==> config.mk <==
export PLATFORM = sky130hd
export DESIGN_NAME = serial_command_line_discipline
export DESIGN_NICKNAME = d
export VERILOG_FILES = /design/src/common/line_discipline_pkg.sv /design/src/hw/serial_command_line_discipline.sv /design/src/hw/serial_rx.sv /design/src/hw/serial_tx.sv
export SDC_FILE = /design/constraint.sdc
export NUM_CORES = 2
export LEC_CHECK = 0
export BUFFER_PORTS_ARGS = -buffer_cell sky130_fd_sc_hd__buf_4
export CORE_MARGIN = 3
export CORE_UTILIZATION = 60
export DETAILED_ROUTE_END_ITERATION = 6
export PLACE_DENSITY = 0.76
export SLEW_MARGIN = 20
export SYNTH_ARGS = -nofsm -noshare
export SYNTH_HDL_FRONTEND = slang
export SYNTH_SLANG_ARGS = --single-unit
==> constraint.sdc <==
create_clock -name ref_clk_i -period 50.1 [get_ports ref_clk_i]
set_input_delay 5.01 -clock ref_clk_i [delete_from_list [all_inputs] [get_ports ref_clk_i]]
set_output_delay 5.01 -clock ref_clk_i [all_outputs]
set_load 0.02 [all_outputs]
==> src/common/line_discipline_pkg.sv <==
// constants and types for the serial command line discipline
package line_discipline_pkg;

  // ---------------------------------------------------------------
  // timing
  // ---------------------------------------------------------------
  localparam int CLK_HZ = 10_000_000;
  localparam int BAUD_RATE = 115200;
  localparam logic [10:0] BIT_CYCLES = 11'(CLK_HZ / BAUD_RATE);
  localparam logic [10:0] HALF_BIT_CYCLES = 11'(CLK_HZ / BAUD_RATE / 2);
  localparam logic [2:0] LAST_DATA_BIT = 3'h7;

  // ---------------------------------------------------------------
  // characters
  // ---------------------------------------------------------------
  localparam logic [7:0] CHR_BS = 8'h08;
  localparam logic [7:0] CHR_LF = 8'h0A;
  localparam logic [7:0] CHR_CR = 8'h0D;
  localparam logic [7:0] CHR_XON = 8'h11;
  localparam logic [7:0] CHR_XOFF = 8'h13;
  localparam logic [7:0] CHR_NAK = 8'h15;
  localparam logic [7:0] CHR_CAN = 8'h18;
  localparam logic [7:0] CHR_ESC = 8'h1B;
  localparam logic [7:0] CHR_SPACE = 8'h20;
  localparam logic [7:0] CHR_BANG = 8'h21;
  localparam logic [7:0] CHR_PROMPT = 8'h3E;
  localparam logic [7:0] CHR_FIRST_PRINT = 8'h20;

  // ---------------------------------------------------------------
  // buffer sizes
  // ---------------------------------------------------------------
  localparam int LINE_DEPTH = 128;
  localparam logic [7:0] LINE_FULL = 8'h80;
  localparam int TXQ_DEPTH = 32;
  localparam logic [5:0] TXQ_FULL = 6'h20;

  // ---------------------------------------------------------------
  // register map
  // ---------------------------------------------------------------
  localparam logic [3:0] REG_CONFIG = 4'h0;
  localparam logic [3:0] REG_STATUS = 4'h1;
  localparam logic [3:0] REG_LINE_LEN = 4'h2;
  localparam logic [3:0] REG_LINE_INDEX = 4'h3;
  localparam logic [3:0] REG_LINE_DATA = 4'h4;
  localparam logic [3:0] REG_TX_DATA = 4'h5;
  localparam logic [3:0] REG_CONTROL = 4'h6;

  localparam int CFG_ECHO_BIT = 0;
  localparam int CFG_PROMPT_BIT = 1;
  localparam int CFG_FLOW_BIT = 2;
  localparam int CFG_REMOTE_BIT = 3;
  // flow control on, prompt and echo off, local mode
  localparam logic [7:0] CFG_RESET = 8'h04;

  localparam int STS_LINE_READY_BIT = 0;
  localparam int STS_TX_HALTED_BIT = 1;
  localparam int STS_QUEUE_LOSS_BIT = 2;
  localparam int STS_OVERRUN_BIT = 3;
  localparam int STS_TXQ_FULL_BIT = 4;

  localparam int CTL_LINE_DONE_BIT = 0;
  localparam int CTL_EXEC_OUTPUT_BIT = 1;

  // -400, two's complement
  localparam logic [15:0] QUEUE_LOSS_ERROR_CODE = 16'hFE70;

  // ---------------------------------------------------------------
  // types
  // ---------------------------------------------------------------
  typedef struct packed {
    logic valid;
    logic [7:0] data;
  } char_t;

  typedef enum logic [1:0] {PH_IDLE, PH_START, PH_DATA, PH_STOP} serial_phase_t;

endpackage : line_discipline_pkg

==> src/hw/serial_command_line_discipline.sv <==
// line discipline between the serial port and the command parser
//
// Our own choices: the register addresses and strobed register access.
`timescale 1ns/1ps
`default_nettype none
module serial_command_line_discipline
  import line_discipline_pkg::*;
(
  input wire logic ref_clk_i,
  input wire logic rst_i,
  input wire logic rxd_i,
  output logic txd_o,
  input wire logic [3:0] reg_addr_i,
  input wire logic [7:0] reg_wdata_i,
  input wire logic reg_wr_i,
  input wire logic reg_rd_i,
  output logic [7:0] reg_rdata_o,
  output logic line_ready_o,
  output logic error_post_o,
  output logic [15:0] error_code_o,
  output logic output_cmd_o
);

  // ---------------------------------------------------------------
  // state
  // ---------------------------------------------------------------
  typedef struct packed {
    logic [LINE_DEPTH-1:0][7:0] line_buf;
    logic [7:0] line_len;
    logic line_ready;
    logic [6:0] rd_idx;
    logic [TXQ_DEPTH-1:0][7:0] txq;
    logic [4:0] wr_ptr;
    logic [4:0] rd_ptr;
    logic [5:0] txq_cnt;
    logic [3:0][7:0] seq;
    logic [2:0] seq_cnt;
    logic [7:0] cfg;
    logic tx_enabled;
    logic xoff_seen;
    logic bang_pending;
    logic nak_pending;
    logic queue_loss;
    logic overrun;
    logic last_term;
    logic [7:0] last_term_chr;
    logic tx_start;
    logic [7:0] tx_byte;
    logic [7:0] rdata;
    logic err_post;
    logic [15:0] err_code;
    logic out_cmd;
  } ld_state_t;

  ld_state_t st;
  ld_state_t next_st;
  char_t rx_char;
  logic tx_ready;
  logic tx_line;

  function automatic logic is_term(input logic [7:0] c);
    is_term = (c == CHR_CR) || (c == CHR_LF);
  endfunction : is_term

  // ---------------------------------------------------------------
  // serial engines
  // ---------------------------------------------------------------
  serial_rx serial_rx_i (
    .ref_clk_i(ref_clk_i),
    .rst_i(rst_i),
    .rxd_i(rxd_i),
    .char_o(rx_char)
  );

  serial_tx serial_tx_i (
    .ref_clk_i(ref_clk_i),
    .rst_i(rst_i),
    .start_i(st.tx_start),
    .data_i(st.tx_byte),
    .ready_o(tx_ready),
    .txd_o(tx_line)
  );

  // ---------------------------------------------------------------
  // next state
  // ---------------------------------------------------------------
  always_comb
  begin
    logic [7:0] c;
    logic echo;
    logic flow;
    logic push;
    logic [7:0] push_byte;
    logic [5:0] cnt;
    c = rx_char.data;
    echo = st.cfg[CFG_ECHO_BIT];
    flow = st.cfg[CFG_FLOW_BIT];
    push = 1'b0;
    push_byte = 8'h00;
    cnt = st.txq_cnt;
    next_st = st;
    next_st.tx_start = 1'b0;
    next_st.rdata = 8'h00;
    next_st.err_post = 1'b0;
    next_st.out_cmd = 1'b0;

    // register reads
    if (reg_rd_i)
    begin
      case (reg_addr_i)
        REG_CONFIG: next_st.rdata = st.cfg;
        REG_STATUS:
        begin
          next_st.rdata[STS_LINE_READY_BIT] = st.line_ready;
          next_st.rdata[STS_TX_HALTED_BIT] = flow && !st.tx_enabled;
          next_st.rdata[STS_QUEUE_LOSS_BIT] = st.queue_loss;
          next_st.rdata[STS_OVERRUN_BIT] = st.overrun;
          next_st.rdata[STS_TXQ_FULL_BIT] = (st.txq_cnt == TXQ_FULL);
        end
        REG_LINE_LEN: next_st.rdata = st.line_len;
        REG_LINE_DATA:
        begin
          next_st.rdata = st.line_buf[st.rd_idx];
          next_st.rd_idx = st.rd_idx + 7'h01;
        end
        default: next_st.rdata = 8'h00;
      endcase
    end

    // register writes
    if (reg_wr_i)
    begin
      case (reg_addr_i)
        REG_CONFIG: next_st.cfg = reg_wdata_i;
        REG_STATUS:
        begin
          if (reg_wdata_i[STS_QUEUE_LOSS_BIT])
            next_st.queue_loss = 1'b0;
          if (reg_wdata_i[STS_OVERRUN_BIT])
            next_st.overrun = 1'b0;
        end
        REG_LINE_INDEX: next_st.rd_idx = reg_wdata_i[6:0];
        REG_TX_DATA:
        begin
          push = 1'b1;
          push_byte = reg_wdata_i;
        end
        REG_CONTROL:
        begin
          if (reg_wdata_i[CTL_EXEC_OUTPUT_BIT])
            next_st.out_cmd = st.cfg[CFG_REMOTE_BIT];
          if (reg_wdata_i[CTL_LINE_DONE_BIT] && st.line_ready)
          begin
            next_st.line_ready = 1'b0;
            next_st.line_len = 8'h00;
            next_st.rd_idx = 7'h00;
            next_st.seq = {CHR_XON, CHR_PROMPT, CHR_LF, CHR_CR};
            // prompt and flow control each add a trailing character
            if (st.cfg[CFG_PROMPT_BIT])
            begin
              next_st.seq_cnt = flow ? 3'h4 : 3'h3;
            end
            else
            begin
              next_st.seq = {8'h00, 8'h00, CHR_LF, CHR_CR};
              if (flow)
                next_st.seq = {8'h00, CHR_XON, CHR_LF, CHR_CR};
              next_st.seq_cnt = flow ? 3'h3 : 3'h2;
            end
          end
        end
        default: ;
      endcase
    end

    // transmit queue drain, stalled while the host holds us off
    if (!st.tx_start && tx_ready && st.txq_cnt != 6'h00 && (st.tx_enabled || !flow))
    begin
      next_st.tx_start = 1'b1;
      next_st.tx_byte = st.txq[st.rd_ptr];
      next_st.rd_ptr = st.rd_ptr + 5'h01;
    end
    cnt = next_st.tx_start ? st.txq_cnt - 6'h01 : st.txq_cnt;

    // one push per cycle: software, then pending sequence, then markers
    if (!push && st.seq_cnt != 3'h0)
    begin
      push = 1'b1;
      push_byte = st.seq[0];
      next_st.seq = {8'h00, st.seq[3:1]};
      next_st.seq_cnt = st.seq_cnt - 3'h1;
    end
    else if (!push && st.nak_pending && cnt != TXQ_FULL)
    begin
      push = 1'b1;
      push_byte = CHR_NAK;
      next_st.nak_pending = 1'b0;
    end
    else if (!push && st.bang_pending && cnt == 6'h00 && tx_ready && !st.tx_start
             && !next_st.tx_start)
    begin
      push = 1'b1;
      push_byte = CHR_BANG;
      next_st.bang_pending = 1'b0;
    end

    if (push)
    begin
      if (cnt == TXQ_FULL)
      begin
        next_st.queue_loss = 1'b1;
        if (echo)
        begin
          next_st.nak_pending = 1'b1;
          next_st.err_post = 1'b1;
          next_st.err_code = QUEUE_LOSS_ERROR_CODE;
        end
      end
      else
      begin
        next_st.txq[st.wr_ptr] = push_byte;
        next_st.wr_ptr = st.wr_ptr + 5'h01;
        cnt = cnt + 6'h01;
      end
    end
    next_st.txq_cnt = cnt;

    // received characters, modes sampled as the character arrives
    if (rx_char.valid)
    begin
      next_st.last_term = 1'b0;
      if (c == CHR_CAN)
      begin
        next_st.line_len = 8'h00;
        next_st.line_ready = 1'b0;
        next_st.rd_idx = 7'h00;
        next_st.wr_ptr = 5'h00;
        next_st.rd_ptr = 5'h00;
        next_st.txq_cnt = 6'h00;
        next_st.seq_cnt = 3'h0;
        next_st.tx_start = 1'b0;
        next_st.bang_pending = 1'b0;
        next_st.nak_pending = 1'b0;
      end
      else if (c == CHR_ESC)
      begin
        next_st.line_len = 8'h00;
        next_st.line_ready = 1'b0;
        next_st.rd_idx = 7'h00;
        next_st.seq = {8'h00, 8'h00, CHR_LF, CHR_CR};
        next_st.seq_cnt = 3'h2;
      end
      else if (c == CHR_XON)
      begin
        if (flow)
        begin
          next_st.tx_enabled = 1'b1;
          if (st.xoff_seen)
          begin
            next_st.bang_pending = 1'b1;
            next_st.xoff_seen = 1'b0;
          end
        end
      end
      else if (c == CHR_XOFF)
      begin
        if (flow)
        begin
          next_st.tx_enabled = 1'b0;
          next_st.xoff_seen = 1'b1;
          next_st.err_post = 1'b1;
          next_st.err_code = QUEUE_LOSS_ERROR_CODE;
        end
      end
      else if (is_term(c))
      begin
        if (st.last_term && c != st.last_term_chr)
        begin
          // second half of a CR LF or LF CR pair: swallowed
          next_st.last_term = 1'b0;
        end
        else
        begin
          next_st.last_term = 1'b1;
          next_st.last_term_chr = c;
          if (st.line_ready)
            next_st.overrun = 1'b1;
          else
          begin
            if (st.line_len != LINE_FULL)
            begin
              next_st.line_buf[st.line_len[6:0]] = c;
              next_st.line_len = st.line_len + 8'h01;
            end
            next_st.line_ready = 1'b1;
            next_st.rd_idx = 7'h00;
          end
          if (flow)
          begin
            next_st.seq = {8'h00, 8'h00, CHR_CR, CHR_XOFF};
            next_st.seq_cnt = echo ? 3'h2 : 3'h1;
          end
          else if (echo)
          begin
            next_st.seq = {8'h00, 8'h00, 8'h00, c};
            next_st.seq_cnt = 3'h1;
          end
        end
      end
      else if (c == CHR_BS)
      begin
        if (!st.line_ready && st.line_len != 8'h00
            && !is_term(st.line_buf[st.line_len[6:0] - 7'h01]))
          next_st.line_len = st.line_len - 8'h01;
        if (echo)
        begin
          next_st.seq = {8'h00, CHR_BS, CHR_SPACE, CHR_BS};
          next_st.seq_cnt = 3'h3;
        end
      end
      else if (c >= CHR_FIRST_PRINT)
      begin
        if (st.line_ready || st.line_len == LINE_FULL)
          next_st.overrun = 1'b1;
        else
        begin
          next_st.line_buf[st.line_len[6:0]] = c;
          next_st.line_len = st.line_len + 8'h01;
        end
        if (echo)
        begin
          next_st.seq = {8'h00, 8'h00, 8'h00, c};
          next_st.seq_cnt = 3'h1;
        end
      end
      // remaining control characters fall through untouched
    end
  end

  // ---------------------------------------------------------------
  // state register
  // ---------------------------------------------------------------
  always_ff @(posedge ref_clk_i or posedge rst_i)
  begin
    if (rst_i)
    begin
      st <= '0;
      st.cfg <= CFG_RESET;
      st.tx_enabled <= 1'b1;
    end
    else
      st <= next_st;
  end

  assign txd_o = tx_line;
  assign reg_rdata_o = st.rdata;
  assign line_ready_o = st.line_ready;
  assign error_post_o = st.err_post;
  assign error_code_o = st.err_code;
  assign output_cmd_o = st.out_cmd;

endmodule : serial_command_line_discipline
`default_nettype wire

==> src/hw/serial_rx.sv <==
// 8N1 serial receiver with input synchroniser
`timescale 1ns/1ps
`default_nettype none
module serial_rx
  import line_discipline_pkg::*;
(
  input wire logic ref_clk_i,
  input wire logic rst_i,
  input wire logic rxd_i,
  output char_t char_o
);

  typedef struct packed {
    logic sync1;
    logic sync2;
    serial_phase_t phase;
    logic [10:0] cnt;
    logic [2:0] idx;
    logic [7:0] shift;
    char_t out;
  } rx_state_t;

  rx_state_t st;
  rx_state_t next_st;

  always_comb
  begin
    next_st = st;
    next_st.sync1 = rxd_i;
    next_st.sync2 = st.sync1;
    next_st.out.valid = 1'b0;
    case (st.phase)
      PH_IDLE:
      begin
        if (!st.sync2)
        begin
          next_st.phase = PH_START;
          next_st.cnt = HALF_BIT_CYCLES;
        end
      end
      PH_START:
      begin
        if (st.cnt == 11'h000)
        begin
          next_st.phase = st.sync2 ? PH_IDLE : PH_DATA;
          next_st.cnt = BIT_CYCLES;
          next_st.idx = 3'h0;
        end
        else
          next_st.cnt = st.cnt - 11'h001;
      end
      PH_DATA:
      begin
        if (st.cnt == 11'h000)
        begin
          next_st.shift = {st.sync2, st.shift[7:1]};
          next_st.cnt = BIT_CYCLES;
          if (st.idx == LAST_DATA_BIT)
            next_st.phase = PH_STOP;
          else
            next_st.idx = st.idx + 3'h1;
        end
        else
          next_st.cnt = st.cnt - 11'h001;
      end
      PH_STOP:
      begin
        if (st.cnt == 11'h000)
        begin
          // a missing stop bit drops the character
          next_st.out.valid = st.sync2;
          next_st.out.data = st.shift;
          next_st.phase = PH_IDLE;
        end
        else
          next_st.cnt = st.cnt - 11'h001;
      end
      default:
        next_st.phase = PH_IDLE;
    endcase
  end

  always_ff @(posedge ref_clk_i or posedge rst_i)
  begin
    if (rst_i)
    begin
      st <= '0;
      st.sync1 <= 1'b1;
      st.sync2 <= 1'b1;
    end
    else
      st <= next_st;
  end

  assign char_o = st.out;

endmodule : serial_rx
`default_nettype wire

==> src/hw/serial_tx.sv <==
// 8N1 serial transmitter
`timescale 1ns/1ps
`default_nettype none
module serial_tx
  import line_discipline_pkg::*;
(
  input wire logic ref_clk_i,
  input wire logic rst_i,
  input wire logic start_i,
  input wire logic [7:0] data_i,
  output logic ready_o,
  output logic txd_o
);

  typedef struct packed {
    serial_phase_t phase;
    logic [10:0] cnt;
    logic [2:0] idx;
    logic [7:0] shift;
    logic line;
  } tx_state_t;

  tx_state_t st;
  tx_state_t next_st;

  always_comb
  begin
    next_st = st;
    case (st.phase)
      PH_IDLE:
      begin
        next_st.line = 1'b1;
        if (start_i)
        begin
          next_st.shift = data_i;
          next_st.line = 1'b0;
          next_st.cnt = BIT_CYCLES;
          next_st.phase = PH_START;
        end
      end
      PH_START, PH_DATA:
      begin
        if (st.cnt == 11'h000)
        begin
          next_st.cnt = BIT_CYCLES;
          if (st.phase == PH_DATA && st.idx == LAST_DATA_BIT)
          begin
            next_st.line = 1'b1;
            next_st.phase = PH_STOP;
          end
          else
          begin
            next_st.line = st.shift[0];
            next_st.shift = {1'b0, st.shift[7:1]};
            next_st.idx = (st.phase == PH_START) ? 3'h0 : st.idx + 3'h1;
            next_st.phase = PH_DATA;
          end
        end
        else
          next_st.cnt = st.cnt - 11'h001;
      end
      PH_STOP:
      begin
        if (st.cnt == 11'h000)
          next_st.phase = PH_IDLE;
        else
          next_st.cnt = st.cnt - 11'h001;
      end
      default:
        next_st.phase = PH_IDLE;
    endcase
  end

  always_ff @(posedge ref_clk_i or posedge rst_i)
  begin
    if (rst_i)
    begin
      st <= '0;
      st.line <= 1'b1;
    end
    else
      st <= next_st;
  end

  assign ready_o = (st.phase == PH_IDLE);
  assign txd_o = st.line;

endmodule : serial_tx
`default_nettype wire

==> flow_metrics.tcl <==
set metrics [dict create \
    status "finished, final reports clean" \
    tightest_slew_ps 1150 \
    synth_cells 5846 \
    drive_gt1_share_pct 34.4 \
    ys_seq_area_share_pct 49.2 \
    grt_pass1_wl_mm 317 \
    grt_use_total_pct 32.2 \
    cp.required_ps 50870 \
    clock_skew_ps 32.0 \
    setup_tns_ps 0 \
    crit_path_end_kind "async pin" \
    seqPwrFrac_pct 42.9 \
    ctsResizeCount 0 \
    clk_latency_ps 800 \
    syn_to_final_growth_pct 8.91 \
    hold_buffers 0 \
    drc 0 \
    routedWlPerCell_um 27.6 \
    core_area_mm2 0.123 \
    vias_per_cell 6.96 \
    clkPwrFrac_pct 41.3 \
    power_frac_comb_pct 15.8 \
    htree_levels 4 \
    synthArstFlopShare_pct 100 \
    synth_edf_count 0 \
    multi_input_area_mm2 0.0358 \
    clk_path_buf_depth 3 \
    cts_tree "yes" \
    place_congestion 0.937 \
    sw_frac_of_total_pct 28.0 \
    dp_hpwl_mm 131 \
    n_fill_cell 8731 \
    num_vias 51600 \
    finalWirelength_mm 205 \
    final_cell_mix "dfrtp_1 (1446), mux2_2 (1073), nand2_1 (554), mux4_2 (451), o21ai_0 (386)" \
    hold_path_class "register to register" \
    pwr_density_cell_mw_per_mm2 35.9 \
    drt_iter0_drc 6456 \
    grt_overflow 0 \
    numCtsBuffers 152 \
    synthesis.area_mm2 0.0745 \
    ant_nets 0 \
    period_needed_ps 8300 \
    cp_slowest_stage_delay_ps 860 \
    maxSlewHeadroom_pct 23.0 \
    peakVddDrop_mv 0.0565 \
    clk_pin_slew_ps 60 \
    syn_area_per_cell_um2 12.7 \
    dieArea_mm2 0.128 \
    grt_pass1_vias 51400 \
    rsz0062_at_grt "no" \
    crit_slowest_cell "buf_4" \
    power_uw 2910 \
    crit_fanout 120 \
    startpoint_type "primary input" \
    antenna_found_initial 5 \
    detail_route.first_pass.iterations 6 \
    ys_ff_latch 1465 \
    crit_top_cell "buf_4" \
    initial_core_util_pct 60.8 \
    power.internal_uw 2100 \
    final_common_cell "dfrtp_1" \
    grt_max_degree 140 \
    final_max_slew_viol_count 0 \
    num_rows 128 \
    die_y_um 358 \
    finalCritPeriodShare_pct 16.6 \
    crit_chain "buf_4, inv_8, buf_4, buf_4, buf_4, buf_4" \
    hold_viol_final 0 \
    fp.dieW_um 358 \
    io_buffers 44 \
    syn_nets 5893 \
    post_cts_buffers 0 \
    ys_warn_count 0 \
    setup_viol 0 \
    fin_area_mm2 0.0811 \
    synth_top_flop_cell "dfrtp_1" \
    ys_types 86 \
    drv_cap 0 \
    critical_path_arrival_ps 9070 \
    ios 45 \
    final_nets 5714 \
    regArea_mm2 0.0367 \
    fmax_ghz 0.121 \
    leakage_uw 0.0371 \
    post_dp_cell_area_mm2 0.0757 \
    power.switching_uw 816 \
    clockRootBuffer "clkbuf_16" \
    clock-sinks 1465 \
    path_class "primary input to async pin" \
]
==> metrics by stage <==
step | util, % | hold WS [ps] | setup WS (ps) | std cells
2_1_floorplan | - | 345 | 3780 | 5846
3_3_place_gp | 61.8 | 364 | 40910 | 7136
3_5_place_dp | 61.8 | 363 | 40830 | 7136
4_1_cts | 66.2 | 352 | 41660 | 7415
5_1_grt | 66.2 | 357 | 41200 | 7418
6_report | 66.2 | 352 | 41800 | 7419
==> critical path: cells and delay by family <==
kind                   cells  cell delay [ps]
buffers and inverters      6             3810
==> synth_stat cells (51+ instances only) <==
| library cell | n | area (um^2) |
|---|---|---|
| o22ai_1 | 51 | 319 |
| clkbuf_1 | 326 | 1220 |
| mux4_2 | 451 | 10200 |
| nand3_1 | 65 | 325 |
| dfrtp_1 | 1460 | 36500 |
| nor4_1 | 55 | 344 |
| a21oi_1 | 225 | 1130 |
| mux2i_1 | 117 | 1170 |
| o21ai_0 | 386 | 1930 |
| nand2_1 | 554 | 2080 |
| nor3_1 | 80 | 400 |
| mux2_2 | 1073 | 12100 |
| nor2_1 | 238 | 893 |
| o41ai_1 | 57 | 499 |
| buf_1 | 56 | 210 |
==> power by group through the flow <==
stage	combinational [uW]	clock (uW)	sequential, uW
detailed placement	455	0	1270
global placement	450	0	1270
CTS	457	1220	1250
floorplan	369	0	1240
finish	460	1200	1250
global route	491	1270	1250
==> registers in the layout (all words and copies together), names as in the netlist, 8 cells and up, named ones only <==
name / flops
error_code_o: 16
reg_rdata_o: 8
serial_rx_i.char_o: 9
serial_rx_i.st: 24
serial_tx_i.st: 24
st: 1378
==> final cells by class <==
type / instances / share of cell area [%]
Antenna cell: 2 / 0.00617
Clock buffer: 228 / 5.53
Clock inverter: 51 / 1.06
Inverter: 33 / 0.162
Multi-Input combinational cell: 3875 / 44.1
Sequential cell: 1465 / 45.3
Tap cell: 1625 / 2.51
Timing Repair Buffer: 140 / 1.40
==> layer usage <==
layer / up-vias / wire [um] / track usage, %
li1: 21500 / - / -
met1: 26900 / 82200 / 44.9
met2: 2680 / 93200 / 48.2
met3: 541 / 20300 / 8.48
met4: 4 / 9410 / 14.1
met5: - / 28 / 0.453
==> cell families (layout without fill, tap and decap cells) <==
family,Yosys count,after routing,synth area share (%)
adders and majority gates,31,31,0.517
AOI/OAI and AO/OA,927,927,7.49
other,0,2,0
buffers and inverters,506,452,2.93
muxes,1655,1655,31.7
xor gates and xnor gates,46,46,0.566
and+or+nand+nor,1216,1216,7.56
DFF,1465,1465,49.2
==> path summary, 6_finish.rpt <==
| kind | from | endpoint | slack [ps] | cells after the start |
|---|---|---|---|---|
| max | rst_i | st[1158] | 41800 | 6 |
| min | serial_rx_i.next_st[33] | serial_rx_i.st[33] | 350 | 0 |
| max reg2reg | st[373] | st[378] | 43400 | 15 |
| min reg2reg | serial_rx_i.next_st[33] | serial_rx_i.st[33] | 350 | 0 |
| max in group ref_clk_i | reg_addr_i[1] | st[265] | 41970 | 9 |
| min in group asynchronous | rst_i | serial_rx_i.st[30] | 4360 | 2 |
Note: power is estimated with default switching activity, not from simulation.
